===== src/rtl/smc_pkg.sv =====
// package: register map, field positions, reset values and carriers of the config bank
`default_nettype none
package smc_pkg;
   localparam logic [7:0] OFF_INIT_ADDR_LO  = 8'h5b;
   localparam logic [7:0] OFF_INIT_ADDR_HI  = 8'h5c;
   localparam logic [7:0] OFF_INIT_DATA     = 8'h5e;
   localparam logic [7:0] OFF_FAULT_FLAGS   = 8'h5f;
   localparam logic [7:0] OFF_PULLUP_TRIM   = 8'h68;
   localparam logic [7:0] OFF_RETRIM_CTRL   = 8'h69;
   localparam logic [7:0] OFF_NVM_CTRL      = 8'h6a;
   localparam logic [7:0] OFF_IF_CONFIG     = 8'h6b;
   localparam logic [7:0] OFF_PAD_DRIVE     = 8'h6c;

   localparam logic [7:0] RST_PULLUP_TRIM   = 8'h01;
   localparam logic [7:0] RST_PAD_DRIVE     = 8'haa;
   localparam logic [7:0] RST_ZERO          = 8'h00;

   localparam int         FAULT_SLOW_BIT    = 1;
   localparam int         FAULT_FATAL_BIT   = 2;
   localparam int         FAULT_ENGOFF_BIT  = 4;
   localparam int         RETRIM_RUN_BIT    = 2;
   localparam int         RETRIM_PACE_BIT   = 3;
   localparam int         NVM_PROG_BIT      = 1;
   localparam int         IF_PRI3W_BIT      = 0;
   localparam int         IF_STAB3W_BIT     = 1;
   localparam int         IF_STAB_EN_BIT    = 4;
   localparam int         IF_AUX_EN_BIT     = 5;
   localparam int         DRV_BOOST1_BIT    = 3;
   localparam int         DRV_BOOST2_BIT    = 7;

   localparam logic [7:0] MASK_INIT_ADDR_LO = 8'h0f;
   localparam logic [7:0] MASK_PULLUP_TRIM  = 8'h03;
   localparam logic [7:0] MASK_RETRIM_RW    = 8'h04;
   localparam logic [7:0] MASK_NVM_CTRL     = 8'h02;
   localparam logic [7:0] MASK_IF_CONFIG    = 8'h33;
   localparam logic [7:0] MASK_FAULT_FLAGS  = 8'h16;

   localparam int         WORD_ADDR_W       = 12;
   localparam logic [1:0] RESP_OKAY         = 2'b00;
   localparam logic [1:0] RESP_SLVERR       = 2'b10;

   typedef enum logic [1:0]
   {
      PULL_OFF = 2'h0,
      PULL_40K = 2'h1,
      PULL_10K = 2'h2,
      PULL_2K  = 2'h3
   } smc_pull_e;

   typedef enum logic [1:0]
   {
      SEC_NONE = 2'b00,
      SEC_STAB = 2'b01,
      SEC_AUX  = 2'b10
   } smc_sec_e;

   typedef struct packed
   {
      logic [WORD_ADDR_W-1:0] word_addr;
      logic                   low_byte;
      logic [7:0]             data;
   } smc_mem_wr_s;

   // field order follows the drive register, msb first, so the struct maps bit for bit
   typedef struct packed
   {
      logic       aux_pulldown_boost_off;
      logic [2:0] secondary_pad_strength;
      logic       primary_pulldown_boost_off;
      logic [2:0] primary_pad_strength;
   } smc_pad_s;

   typedef struct packed
   {
      logic     primary_three_wire_select;
      logic     stab_three_wire_select;
      smc_sec_e secondary_sel;
   } smc_if_s;
endpackage : smc_pkg
`default_nettype wire


===== src/rtl/smc_config_regs.sv =====
// register bank: init download port, fault flags, pad/interface config, over AXI4-Lite
// Contract
// - base address bits 11..4 held at 0x5C, read-write, reset zero
// - base address bits 3..0 held in low nibble of 0x5B, reset zero
// - bytes written to 0x5E go into memory from the base word address
// - fault bit 1 flags overlong processing and halts processing
// - fault bit 2 flags fatal internal error and halts processing
// - fault bit 4 flags engine disabled by host while operating
// - pull-up select 0x68: off, 40k, 10k, 2k; resets to 0x01
// - retrim bit 2 reads one while retrimming runs
// - retrim bit 3 is read-only pacer: 0 ongoing, 1 complete
// - 0x6A bit 1 enables non-volatile programming
// - 0x6B bit 0 selects primary three-wire over four-wire SPI
// - 0x6B bit 1 selects stabilization interface three-wire SPI
// - bit 5 aux enable outranks bit 4 stabilization enable
// - 0x6C bits 2..0 primary pad strength, resets to 0xAA
// - 0x6C bits 6..4 secondary pad strength, same scale
// - 0x6C bits 3 and 7 disable extra I2C pull-down strength
//
// Implementation choice: the AXI4-Lite interface to the registers.
`default_nettype none
module smc_config_regs
   import smc_pkg::*;
(
   input  wire  logic                CORE_CLK,
   input  wire  logic                RST,
   input  wire  logic [31:0]         S_AWADDR,
   input  wire  logic                S_AWVALID,
   output logic                      S_AWREADY,
   input  wire  logic [31:0]         S_WDATA,
   input  wire  logic [3:0]          S_WSTRB,
   input  wire  logic                S_WVALID,
   output logic                      S_WREADY,
   output logic [1:0]                S_BRESP,
   output logic                      S_BVALID,
   input  wire  logic                S_BREADY,
   input  wire  logic [31:0]         S_ARADDR,
   input  wire  logic                S_ARVALID,
   output logic                      S_ARREADY,
   output logic [31:0]               S_RDATA,
   output logic [1:0]                S_RRESP,
   output logic                      S_RVALID,
   input  wire  logic                S_RREADY,
   input  wire  logic                SLOW_PROC_EVT,
   input  wire  logic                FATAL_ERR_EVT,
   input  wire  logic                ENGINE_OFF_EVT,
   input  wire  logic                RETRIM_DONE,
   input  wire  logic                RETRIM_STEP_DONE,
   output logic                      PROC_HALT,
   output smc_pkg::smc_mem_wr_s      MEM_WR,
   output logic                      MEM_WR_EN,
   output smc_pkg::smc_pull_e        AUX_PULLUP_SEL,
   output logic                      RETRIM_RUN,
   output logic                      NVM_PROG_EN,
   output smc_pkg::smc_if_s          IF_SEL,
   output smc_pkg::smc_pad_s         PAD_CFG
);
   import smc_pkg::*;

   ////////////////////////////////////////////////////////////////////////////////////
   // write channel capture: address and data accepted in either order
   logic [7:0]            aw_idx_ff;
   logic                  aw_have_ff;
   logic [7:0]            wd_ff;
   logic                  wd_strb_ff;
   logic                  wd_have_ff;
   logic                  bvalid_ff;
   logic [1:0]            bresp_ff;
   logic                  rvalid_ff;
   logic [31:0]           rdata_ff;
   logic [1:0]            rresp_ff;

   wire                   aw_take = S_AWVALID && S_AWREADY;
   wire                   w_take  = S_WVALID && S_WREADY;
   wire                   wr_go   = aw_have_ff && wd_have_ff && !bvalid_ff;
   wire                   ar_take = S_ARVALID && S_ARREADY;

   assign S_AWREADY = !aw_have_ff && !bvalid_ff;
   assign S_WREADY  = !wd_have_ff && !bvalid_ff;
   assign S_ARREADY = !rvalid_ff;
   assign S_BVALID  = bvalid_ff;
   assign S_BRESP   = bresp_ff;
   assign S_RVALID  = rvalid_ff;
   assign S_RDATA   = rdata_ff;
   assign S_RRESP   = rresp_ff;

   // only byte lane 0 carries a register; upper address bits must be zero
   wire                   aw_in_range = (S_AWADDR[31:10] == 22'h0) && (S_AWADDR[1:0] == 2'h0);
   wire                   ar_in_range = (S_ARADDR[31:10] == 22'h0) && (S_ARADDR[1:0] == 2'h0);
   logic                  aw_ok_ff;

   always_ff @(posedge CORE_CLK)
   begin
      if (RST)
      begin
         aw_have_ff <= 1'b0;
         aw_idx_ff  <= 8'h00;
         aw_ok_ff   <= 1'b0;
      end
      else if (aw_take)
      begin
         aw_have_ff <= 1'b1;
         aw_idx_ff  <= S_AWADDR[9:2];
         aw_ok_ff   <= aw_in_range;
      end
      else if (wr_go)
         aw_have_ff <= 1'b0;
   end

   always_ff @(posedge CORE_CLK)
   begin
      if (RST)
      begin
         wd_have_ff <= 1'b0;
         wd_ff      <= 8'h00;
         wd_strb_ff <= 1'b0;
      end
      else if (w_take)
      begin
         wd_have_ff <= 1'b1;
         wd_ff      <= S_WDATA[7:0];
         wd_strb_ff <= S_WSTRB[0];
      end
      else if (wr_go)
         wd_have_ff <= 1'b0;
   end

   ////////////////////////////////////////////////////////////////////////////////////
   // write decode
   wire                   wr_hit_ok = wr_go && aw_ok_ff;
   wire                   wr_en     = wr_hit_ok && wd_strb_ff;
   wire                   wsel_alo  = wr_en && (aw_idx_ff == OFF_INIT_ADDR_LO);
   wire                   wsel_ahi  = wr_en && (aw_idx_ff == OFF_INIT_ADDR_HI);
   wire                   wsel_dat  = wr_en && (aw_idx_ff == OFF_INIT_DATA);
   wire                   wsel_pull = wr_en && (aw_idx_ff == OFF_PULLUP_TRIM);
   wire                   wsel_rtr  = wr_en && (aw_idx_ff == OFF_RETRIM_CTRL);
   wire                   wsel_nvm  = wr_en && (aw_idx_ff == OFF_NVM_CTRL);
   wire                   wsel_if   = wr_en && (aw_idx_ff == OFF_IF_CONFIG);
   wire                   wsel_drv  = wr_en && (aw_idx_ff == OFF_PAD_DRIVE);
   wire                   w_mapped  = (aw_idx_ff == OFF_INIT_ADDR_LO) ||
                                      (aw_idx_ff == OFF_INIT_ADDR_HI) ||
                                      (aw_idx_ff == OFF_INIT_DATA)    ||
                                      (aw_idx_ff == OFF_FAULT_FLAGS)  ||
                                      (aw_idx_ff == OFF_PULLUP_TRIM)  ||
                                      (aw_idx_ff == OFF_RETRIM_CTRL)  ||
                                      (aw_idx_ff == OFF_NVM_CTRL)     ||
                                      (aw_idx_ff == OFF_IF_CONFIG)    ||
                                      (aw_idx_ff == OFF_PAD_DRIVE);

   always_ff @(posedge CORE_CLK)
   begin
      if (RST)
      begin
         bvalid_ff <= 1'b0;
         bresp_ff  <= RESP_OKAY;
      end
      else if (wr_go)
      begin
         bvalid_ff <= 1'b1;
         bresp_ff  <= (aw_ok_ff && w_mapped) ? RESP_OKAY : RESP_SLVERR;
      end
      else if (S_BREADY)
         bvalid_ff <= 1'b0;
   end

   ////////////////////////////////////////////////////////////////////////////////////
   // storage
   logic [7:0]            addr_lo_ff;
   logic [7:0]            addr_hi_ff;
   logic [7:0]            data_port_ff;
   logic [7:0]            pull_ff;
   logic                  run_ff;
   logic                  pace_ff;
   logic [7:0]            nvm_ff;
   logic [7:0]            if_ff;
   logic [7:0]            drv_ff;
   logic [7:0]            fault_ff;
   logic                  hi_byte_ff;
   logic [WORD_ADDR_W-1:0] wptr_ff;
   logic                  wr_en_ff;
   smc_mem_wr_s           mem_wr_ff;

   always_ff @(posedge CORE_CLK)
   begin
      if (RST)
      begin
         addr_lo_ff <= RST_ZERO;
         addr_hi_ff <= RST_ZERO;
         pull_ff    <= RST_PULLUP_TRIM;
         nvm_ff     <= RST_ZERO;
         if_ff      <= RST_ZERO;
         drv_ff     <= RST_PAD_DRIVE;
      end
      else
      begin
         if (wsel_alo)
            addr_lo_ff <= wd_ff & MASK_INIT_ADDR_LO;
         if (wsel_ahi)
            addr_hi_ff <= wd_ff;
         if (wsel_pull)
            pull_ff <= wd_ff & MASK_PULLUP_TRIM;
         if (wsel_nvm)
            nvm_ff <= wd_ff & MASK_NVM_CTRL;
         if (wsel_if)
            if_ff <= wd_ff & MASK_IF_CONFIG;
         if (wsel_drv)
            drv_ff <= wd_ff;
      end
   end

   // retrim run bit: software starts it, completion clears it; a start wins over done
   // pacer: a finished step wins over a restart, so a completion is never lost
   always_ff @(posedge CORE_CLK)
   begin
      if (RST)
      begin
         run_ff  <= 1'b0;
         pace_ff <= 1'b0;
      end
      else
      begin
         if (wsel_rtr)
            run_ff <= wd_ff[RETRIM_RUN_BIT];
         else if (RETRIM_DONE)
            run_ff <= 1'b0;
         if (RETRIM_STEP_DONE)
            pace_ff <= 1'b1;
         else if (wsel_rtr && wd_ff[RETRIM_RUN_BIT])
            pace_ff <= 1'b0;
      end
   end

   // fault flags are sticky until reset; nothing in this bank clears them
   wire [7:0]             fault_set = {3'h0, ENGINE_OFF_EVT, 1'b0, FATAL_ERR_EVT, SLOW_PROC_EVT, 1'b0};

   always_ff @(posedge CORE_CLK)
   begin
      if (RST)
         fault_ff <= RST_ZERO;
      else
         fault_ff <= fault_ff | (fault_set & MASK_FAULT_FLAGS);
   end

   assign PROC_HALT = fault_ff[FAULT_SLOW_BIT] || fault_ff[FAULT_FATAL_BIT];

   ////////////////////////////////////////////////////////////////////////////////////
   // init download: bytes pair into 16-bit words, low byte first, pointer reloads from base
   wire [WORD_ADDR_W-1:0] base_addr = {addr_hi_ff, addr_lo_ff[3:0]};
   wire                   base_wr   = wsel_alo || wsel_ahi;

   always_ff @(posedge CORE_CLK)
   begin
      if (RST)
      begin
         wptr_ff      <= '0;
         hi_byte_ff   <= 1'b0;
         data_port_ff <= RST_ZERO;
         wr_en_ff     <= 1'b0;
         mem_wr_ff    <= '0;
      end
      else
      begin
         wr_en_ff <= wsel_dat;
         if (base_wr)
         begin
            wptr_ff    <= '0;
            hi_byte_ff <= 1'b0;
         end
         else if (wsel_dat)
         begin
            data_port_ff <= wd_ff;
            mem_wr_ff    <= '{word_addr: base_addr + wptr_ff, low_byte: !hi_byte_ff, data: wd_ff};
            hi_byte_ff   <= !hi_byte_ff;
            if (hi_byte_ff)
               wptr_ff <= wptr_ff + 12'h001;
         end
      end
   end

   assign MEM_WR    = mem_wr_ff;
   assign MEM_WR_EN = wr_en_ff;

   ////////////////////////////////////////////////////////////////////////////////////
   // configuration outputs
   assign AUX_PULLUP_SEL = smc_pull_e'(pull_ff[1:0]);
   assign RETRIM_RUN     = run_ff;
   assign NVM_PROG_EN    = nvm_ff[NVM_PROG_BIT];

   wire                   aux_on  = if_ff[IF_AUX_EN_BIT];
   wire                   stab_on = if_ff[IF_STAB_EN_BIT] && !aux_on;

   smc_sec_e              sec_sel;

   assign sec_sel = aux_on ? SEC_AUX : (stab_on ? SEC_STAB : SEC_NONE);
   // one driver for the whole struct keeps the port single-sourced
   assign IF_SEL  = '{primary_three_wire_select: if_ff[IF_PRI3W_BIT],
                      stab_three_wire_select: stab_on && if_ff[IF_STAB3W_BIT],
                      secondary_sel: sec_sel};

   assign PAD_CFG = drv_ff;

   ////////////////////////////////////////////////////////////////////////////////////
   // read path: one-cycle answer, data registered
   logic [7:0]            rd_mux;
   logic                  rd_hit;
   wire  [7:0]            ar_idx = S_ARADDR[9:2];
   wire  [7:0]            retrim_rd = {4'h0, pace_ff, run_ff, 2'h0};

   always_comb
   begin
      rd_hit = ar_in_range;
      case (ar_idx)
         OFF_INIT_ADDR_LO : rd_mux = addr_lo_ff;
         OFF_INIT_ADDR_HI : rd_mux = addr_hi_ff;
         OFF_INIT_DATA    : rd_mux = data_port_ff;
         OFF_FAULT_FLAGS  : rd_mux = fault_ff;
         OFF_PULLUP_TRIM  : rd_mux = pull_ff;
         OFF_RETRIM_CTRL  : rd_mux = retrim_rd;
         OFF_NVM_CTRL     : rd_mux = nvm_ff;
         OFF_IF_CONFIG    : rd_mux = if_ff;
         OFF_PAD_DRIVE    : rd_mux = drv_ff;
         default          :
         begin
            rd_mux = 8'h00;
            rd_hit = 1'b0;
         end
      endcase
   end

   always_ff @(posedge CORE_CLK)
   begin
      if (RST)
      begin
         rvalid_ff <= 1'b0;
         rdata_ff  <= 32'h0000_0000;
         rresp_ff  <= RESP_OKAY;
      end
      else if (ar_take)
      begin
         rvalid_ff <= 1'b1;
         rdata_ff  <= {24'h00_0000, rd_hit ? rd_mux : 8'h00};
         rresp_ff  <= rd_hit ? RESP_OKAY : RESP_SLVERR;
      end
      else if (S_RREADY)
         rvalid_ff <= 1'b0;
   end

   ////////////////////////////////////////////////////////////////////////////////////
   // checks
   sticky_fault_a : assert property (@(posedge CORE_CLK) disable iff (RST)
      SLOW_PROC_EVT |=> fault_ff[FAULT_SLOW_BIT] ##1 fault_ff[FAULT_SLOW_BIT])
      else $error("slow processing flag not held");
   fatal_halt_a : assert property (@(posedge CORE_CLK) disable iff (RST)
      FATAL_ERR_EVT |=> PROC_HALT[*3])
      else $error("fatal error did not halt processing");
   engine_off_a : assert property (@(posedge CORE_CLK) disable iff (RST)
      ENGINE_OFF_EVT |=> fault_ff[FAULT_ENGOFF_BIT])
      else $error("engine off flag missing");
   aux_priority_a : assert property (@(posedge CORE_CLK) disable iff (RST)
      if_ff[IF_AUX_EN_BIT] |-> IF_SEL.secondary_sel == SEC_AUX && !IF_SEL.stab_three_wire_select)
      else $error("aux enable lost priority");
   base_hi_write_a : assert property (@(posedge CORE_CLK) disable iff (RST)
      wsel_ahi |=> addr_hi_ff == $past(wd_ff))
      else $error("base high byte not stored");
   data_place_a : assert property (@(posedge CORE_CLK) disable iff (RST)
      (wsel_dat && wptr_ff == 12'h000 && !hi_byte_ff) |=> MEM_WR_EN && MEM_WR.low_byte
      && MEM_WR.word_addr == $past(base_addr))
      else $error("first byte not at base address");
   reserved_zero_a : assert property (@(posedge CORE_CLK) disable iff (RST)
      rvalid_ff |-> rdata_ff[31:8] == 24'h0 && (fault_ff & ~MASK_FAULT_FLAGS) == 8'h0)
      else $error("reserved bits not zero");
   pace_step_a : assert property (@(posedge CORE_CLK) disable iff (RST)
      RETRIM_STEP_DONE |=> retrim_rd[RETRIM_PACE_BIT])
      else $error("pacer bit not set after step");
   nvm_gate_a : assert property (@(posedge CORE_CLK) disable iff (RST)
      wsel_nvm |=> NVM_PROG_EN == $past(wd_ff[NVM_PROG_BIT]))
      else $error("nvm enable not following write");
   run_clear_a : assert property (@(posedge CORE_CLK) disable iff (RST)
      (RETRIM_DONE && !wsel_rtr) |=> !RETRIM_RUN)
      else $error("retrim run not cleared");
endmodule : smc_config_regs
`default_nettype wire


===== config.mk =====
export PLATFORM = sky130hd
export DESIGN_NAME = smc_config_regs
export DESIGN_NICKNAME = d
export VERILOG_FILES = /design/src/rtl/smc_pkg.sv /design/src/rtl/smc_config_regs.sv
export SDC_FILE = /design/constraint.sdc
export NUM_CORES = 1
export LEC_CHECK = 0
export ABC_AREA = 0
export BUFFER_PORTS_ARGS = -buffer_cell sky130_fd_sc_hd__buf_2
export CAP_MARGIN = 20
export CELL_PAD_IN_SITES_DETAIL_PLACEMENT = 0
export CELL_PAD_IN_SITES_GLOBAL_PLACEMENT = 2
export CORE_MARGIN = 8
export CORE_UTILIZATION = 27
export CTS_CLUSTER_SIZE = 14
export DETAILED_ROUTE_END_ITERATION = 8
export PLACE_DENSITY = 0.84
export SLEW_MARGIN = 30
export SYNTH_ARGS = -nofsm -noshare
export SYNTH_HDL_FRONTEND = slang
export SYNTH_SLANG_ARGS = --single-unit

===== constraint.sdc =====
create_clock -name CORE_CLK -period 2.6 [get_ports CORE_CLK]
set_input_delay 0.13 -clock CORE_CLK [delete_from_list [all_inputs] [get_ports CORE_CLK]]
set_output_delay 0.13 -clock CORE_CLK [all_outputs]
set_load 0.005 [all_outputs]

==> flow_summary.json, run 1 <==
{
  "final_antenna_net_count": 0,
  "die_w_um": 151,
  "cp_top_family": "compound AO/OA/AOI/OAI gates",
  "coreArea_sq_mm": 0.0179,
  "grt_pass1_wl_um": 23900,
  "hold_path_depth": 3,
  "pin_count": 192,
  "p_leak_nw": 2.65,
  "hold_viol": 0,
  "reg2reg_depth": 8,
  "seq_power_share_pct": 50.1,
  "final.min_clock_period_ns": 2.23,
  "tightest_slew_ns": 0.699,
  "synth_top_area_share_pct": 40.4,
  "p_per_area_mw_per_mm2": 522,
  "yosys-top-cells-area": "dfxtp_1, mux2i_1, nand2_1",
  "slew-limit-headroom_pct": 53.0,
  "syn2layout_area_growth_pct": 23.9,
  "synth-seq-cells": 99,
  "synth-compound-area-share_pct": 13.0,
  "clkSlewWorstSetupHoldPaths_ns": 0.07,
  "start_util_pct": 27.4,
  "comb_power_share_pct": 7.3,
  "drcViolationCount": 0,
  "hold_path_class": "in -> reg",
  "vias_per_cell": 4.69,
  "path_cells": "ha_1 -> fa_1 -> a211oi_1 -> o21ai_0 -> a41oi_1 -> xnor2_1 -> mux2i_1 -> nor2_1",
  "wl_per_cell_um": 16.0,
  "dp_hpwl_um": 12000,
  "synthAdderAreaFrac_pct": 3.47,
  "ys.flop_type": "dfxtp_1",
  "rsz0062_at_grt": "no",
  "p_sw_share_pct": 24.3,
  "async_flop_share_pct": 0,
  "place_ws_ns": 0.382,
  "drv_cap": 0,
  "synth_top_family_by_area": "simple AND/OR/NAND/NOR gates",
  "slowest_stage": "fa_1",
  "pwr-share-clk_pct": 42.6,
  "synthMuxAreaShare_pct": 7.19,
  "grt_pass1_vias": 4456,
  "cts_buffer_depth": 2,
  "die_area_sq_mm": 0.0227,
  "synth_area_sq_mm": 0.00490,
  "setup_tns_ns": 0,
  "row_count": 49,
  "final-setup-viol-count": 0,
  "cts_setup_buffers": 0,
  "status": "complete, no violations",
  "dp_cells": 930,
  "grt_use_total_pct": 13.3,
  "hold_path_end": "aw_idx_ff[0]$_SDFFE_PP0P_",
  "cts.sinks": 99,
  "routed_wl_um": 15200,
  "clock_skew_ns": 0.00656,
  "p_int_mw": 2.40,
  "die_h_um": 151,
  "synth-simple-area-share_pct": 25.1,
  "grt_max_degree": 45,
  "synth-edff-count": 0,
  "antenna_found_initial": 0,
  "synthDistinctLibCells": 54,
  "antennaDiodeCount": 0,
  "total_power_mw": 3.17,
  "slowest_delay_ns": 0.43,
  "nNetsFinal": 842,
  "drive_gt1_share_pct": 24.1,
  "worstPathBufferInverterCount": 0,
  "htree_levels": 3,
  "first_iter_violations": 207,
  "cts_root_buffer": "clkbuf_16",
  "r2r-start": "addr_lo_ff[0]$_SDFFE_PP0P_",
  "ys_warn_count": 0,
  "r2r-end": "MEM_WR[19]$_SDFFE_PP0P_",
  "utilization_pct": 33.9,
  "gp_congestion": 0.841,
  "cts_tree": "built",
  "worstPathRequired_ns": 2.82,
  "p_sw_mw": 0.771,
  "holdBufCountCts": 5,
  "yosysMostFrequentCell": "dfxtp_1",
  "ir_drop_mv": 0.262,
  "start_kind": "flip-flop",
  "avgSynthCellArea_sq_um": 8.38,
  "r2r_slack_ns": 0.37,
  "synth_cells": 585,
  "clk_latency_ns": 0.35,
  "yosysTopAreaCell": "dfxtp_1",
  "critPathKind": "reg -> reg",
  "maxSlewViolCount": 0,
  "synthTopCellsByCount": "dfxtp_1, nand2_1, nor2_1",
  "ys_seq_area_share_pct": 40.4,
  "port_buffers": 138,
  "cp.arrival_ns": 2.45,
  "holdCritStartpoint": "S_AWADDR[2]",
  "setup_slack_ns": 0.368,
  "crit_cells": 8,
  "via_count": 4463,
  "grt_overflow_total": 0,
  "fin_cells": 951,
  "synth_xor_area_share_pct": 3.57,
  "cp_max_fo": 3,
  "crit_path_end_kind": "flip-flop",
  "max_freq_ghz": 0.448,
  "dr.pass1.iters": 4,
  "period_share_pct": 85.9,
  "cts_resized": 0,
  "cts_inserted_buffers": 9
}
[per-stage QoR]
stage / area (sq um) / hold slack (ns)
final: 6070 / 0.0171
after floorplan: 5000 / 0.229
after detailed placement: 5730 / 0.325
after global placement: 5730 / 0.323
after CTS: 6070 / 0.00123
after global routing: 6070 / 0.0142
[sequential cells by signal, summed over array words and instances (netlist names), 2 cells and up]
register / flops
MEM_WR: 21
addr_hi_ff: 8
if_ff: 4
pull_ff: 2
wd_ff: 8
aw_idx_ff: 8
addr_lo_ff: 4
fault_ff: 3
wptr_ff: 12
S_RDATA: 8
PAD_CFG: 8
[kinds of logic after synthesis]
kind of cell    count (synthesis)
compound gates                104
xor+xnor                       20
fa+ha+maj                      13
buf+inv                        63
flops                          99
mux                            35
other cells                     1
simple gates                  250
[power groups by stage]
| stage | clock network, mW | logic [mW] | registers (mW) |
|---|---|---|---|
| CTS | 1.39 | 0.235 | 1.59 |
| detailed placement | 0 | 0.227 | 1.62 |
| global placement | 0 | 0.225 | 1.62 |
| global route | 1.45 | 0.266 | 1.59 |
| finish | 1.35 | 0.233 | 1.59 |
| floorplan | 0 | 0.160 | 1.60 |
[per-layer routing]
layer / GRT usage (%) / share of wire (%)
met2: 21.2 / 45
met5: 0 / 0
met4: 4.70 / 1.6
met1: 17.1 / 46
met3: 3.23 / 7.4
[worst max path at each step]
stage / slack (ns) / end / startpoint
2_1_floorplan: 0.59 / MEM_WR[19]$_SDFFE_PP0P_ / wptr_ff[0]$_SDFFE_PP0P_
3_3_place_gp: 0.37 / MEM_WR[19]$_SDFFE_PP0P_ / addr_lo_ff[0]$_SDFFE_PP0P_
3_5_place_dp: 0.38 / MEM_WR[19]$_SDFFE_PP0P_ / addr_lo_ff[0]$_SDFFE_PP0P_
4_1_cts: 0.35 / MEM_WR[19]$_SDFFE_PP0P_ / addr_lo_ff[0]$_SDFFE_PP0P_
5_1_grt: 0.18 / MEM_WR[19]$_SDFFE_PP0P_ / addr_lo_ff[0]$_SDFFE_PP0P_
6_report: 0.37 / MEM_WR[19]$_SDFFE_PP0P_ / addr_lo_ff[0]$_SDFFE_PP0P_
[layout make-up]
cell class / count / area (sq um)
Fill cell: 1930 / 11800
Inverter: 7 / 26.3
Tap cell: 229 / 287
Clock buffer: 11 / 233
Clock inverter: 5 / 62.6
Timing Repair Buffer: 152 / 808
Sequential cell: 99 / 1980
Multi-Input combinational cell: 448 / 2680
[layout by cell type, fill, tap and decap left out, drive strengths merged, types with 12 or more instances in the layout]
master	instances
xor2	16
buf	147
o21ai	12
nor4	19
a21oi	51
nand3	20
dfxtp	99
nand2	88
ha	12
a22oi	12
nor2	67
mux2i	33
conb	26
[worst min-delay path, delay by kind of cell]
family	cells	cell delay, ns
AOI/OAI and AO/OA	1	0.05
and+or+nand+nor	1	0.05
buffers and inverters	1	0.09
(Power assumes the default switching activity.)
==> inputs of run 2 (changes only) <==
--- a/config.mk
+++ b/config.mk
@@ -15,6 +15,7 @@
 export CTS_CLUSTER_SIZE = 14
 export DETAILED_ROUTE_END_ITERATION = 8
 export PLACE_DENSITY = 0.84
+export REMOVE_ABC_BUFFERS = 1
 export SLEW_MARGIN = 30
 export SYNTH_ARGS = -nofsm -noshare
 export SYNTH_HDL_FRONTEND = slang
==> flow_summary.json, run 2 (synthesis results as in run 1) <==
{
  "grt_max_degree": 29,
  "tightest_slew_ns": 0.736,
  "clk_latency_ns": 0.34,
  "max_freq_ghz": 0.465,
  "clkSlewWorstSetupHoldPaths_ns": 0.07,
  "die_area_sq_mm": 0.0227,
  "maxSlewViolCount": 0,
  "pin_count": 192,
  "cts_buffer_depth": 2,
  "holdBufCountCts": 5,
  "wl_per_cell_um": 15.3,
  "via_count": 4366,
  "ir_drop_mv": 0.297,
  "drive_gt1_share_pct": 24.4,
  "grt_overflow_total": 0,
  "hold_viol": 0,
  "start_kind": "flip-flop",
  "grt_use_total_pct": 12.9,
  "slew-limit-headroom_pct": 50.5,
  "first_iter_violations": 152,
  "total_power_mw": 3.29,
  "cp.arrival_ns": 2.38,
  "hold_path_depth": 3,
  "final.min_clock_period_ns": 2.15,
  "place_area_sq_mm": 0.00574,
  "antenna_found_initial": 0,
  "hold_path_class": "in -> reg",
  "cts_root_buffer": "clkbuf_16",
  "rsz0062_at_grt": "no",
  "cts.sinks": 99,
  "final_cell_mix": "buf_2, dfxtp_1, nand2_1, nor2_1, a21oi_1",
  "port_buffers": 138,
  "status": "complete, no violations",
  "antennaDiodeCount": 0,
  "critPathKind": "reg -> reg",
  "worstPathRequired_ns": 2.83,
  "r2r-end": "MEM_WR[19]$_SDFFE_PP0P_",
  "cp_max_fo": 3,
  "cts_setup_buffers": 0,
  "cts_tree": "built",
  "routed_wl_um": 14600,
  "cts_inserted_buffers": 9,
  "final_common_cell": "buf_2",
  "holdCritStartpoint": "S_WDATA[6]",
  "reg2reg_depth": 8,
  "setup_tns_ns": 0,
  "grt_pass1_wl_um": 23200,
  "htree_levels": 3,
  "drv_cap": 0,
  "p_leak_nw": 2.68,
  "startpoint": "addr_lo_ff[0]$_SDFFE_PP0P_",
  "drcViolationCount": 0,
  "clock_skew_ns": 0.00884,
  "dr.pass1.iters": 4,
  "dp_hpwl_um": 11500,
  "row_count": 49,
  "final_area_sq_mm": 0.00612,
  "crit_path_end_kind": "flip-flop",
  "nNetsFinal": 844,
  "die_h_um": 151,
  "gp_congestion": 0.772,
  "die_w_um": 151,
  "final-setup-viol-count": 0,
  "final_antenna_net_count": 0,
  "largest_register_ffs": 21,
  "r2r-start": "addr_lo_ff[0]$_SDFFE_PP0P_",
  "grt_pass1_vias": 4435,
  "syn2layout_area_growth_pct": 24.8,
  "cts_resized": 0,
  "coreArea_sq_mm": 0.0179,
  "p_per_area_mw_per_mm2": 538,
  "vias_per_cell": 4.58,
  "r2r_slack_ns": 0.45,
  "start_util_pct": 27.4,
  "period_share_pct": 82.7,
  "hold_path_end": "wd_ff[6]$_SDFFE_PP0P_"
}
[run 2: cell count changes in the layout (fill, tap and decap cells not counted), sizes merged]
cell / delta
buf: +2
clkinvlp: -1
bufinv: +1
[run 2: through the flow]
stage	setup WS [ns]	cells	util, %	hold slack [ns]
floorplan	0.0995	554	-	0.199
global placement	0.427	932	32.1	0.318
detailed placement	0.442	932	32.1	0.328
CTS	0.430	953	34.2	0.00343
global route	0.277	953	34.2	0.0251
finish	0.450	953	34.2	0.0179
[run 2: cell type report]
| cell class | count | area (sq um) |
|---|---|---|
| well taps | 229 | 287 |
| inverters | 7 | 26.3 |
| fillers | 1947 | 11800 |
| multi-input cells | 448 | 2680 |
| clock inverters | 5 | 85.1 |
| clock buffers | 11 | 243 |
| flip-flops and latches | 99 | 1980 |
| repair buffers | 154 | 823 |
[run 2: worst max path at each step]
stage                                    endpoint  slack, ns  cells past startpoint
after floorplan           wptr_ff[1]$_SDFFE_PP0P_        0.1                      6
after global placement    MEM_WR[19]$_SDFFE_PP0P_       0.43                      8
after detailed placement  MEM_WR[19]$_SDFFE_PP0P_       0.44                      8
after CTS                 MEM_WR[19]$_SDFFE_PP0P_       0.43                      8
after global routing      MEM_WR[19]$_SDFFE_PP0P_       0.28                      8
final                     MEM_WR[19]$_SDFFE_PP0P_       0.45                      8
[run 2: report_power, final]
group          switching [mW]  leakage, nW  internal [mW]
Combinational           0.138         1.72          0.102
Sequential             0.0373        0.803           1.54
Clock                   0.594        0.156          0.876
Total                   0.770         2.68           2.52
[run 2: worst max-delay path, stage by stage (launching register included)]
cell	delay, ns
dfxtp_1	0.34
ha_1	0.24
fa_1	0.43
a211oi_1	0.30
o21ai_0	0.19
a41oi_1	0.26
xnor2_1	0.09
mux2i_1	0.12
nor2_1	0.05
[run 2: routing by layer]
layer | up-vias | global-route usage (%) | share of wire [%]
li1 | 2276 | - | -
met1 | 1963 | 17.0 | 47
met2 | 115 | 20.3 | 45
met3 | 12 | 3.62 | 6.7
met4 | 0 | 3.12 | 0.99
met5 | - | 0 | 0
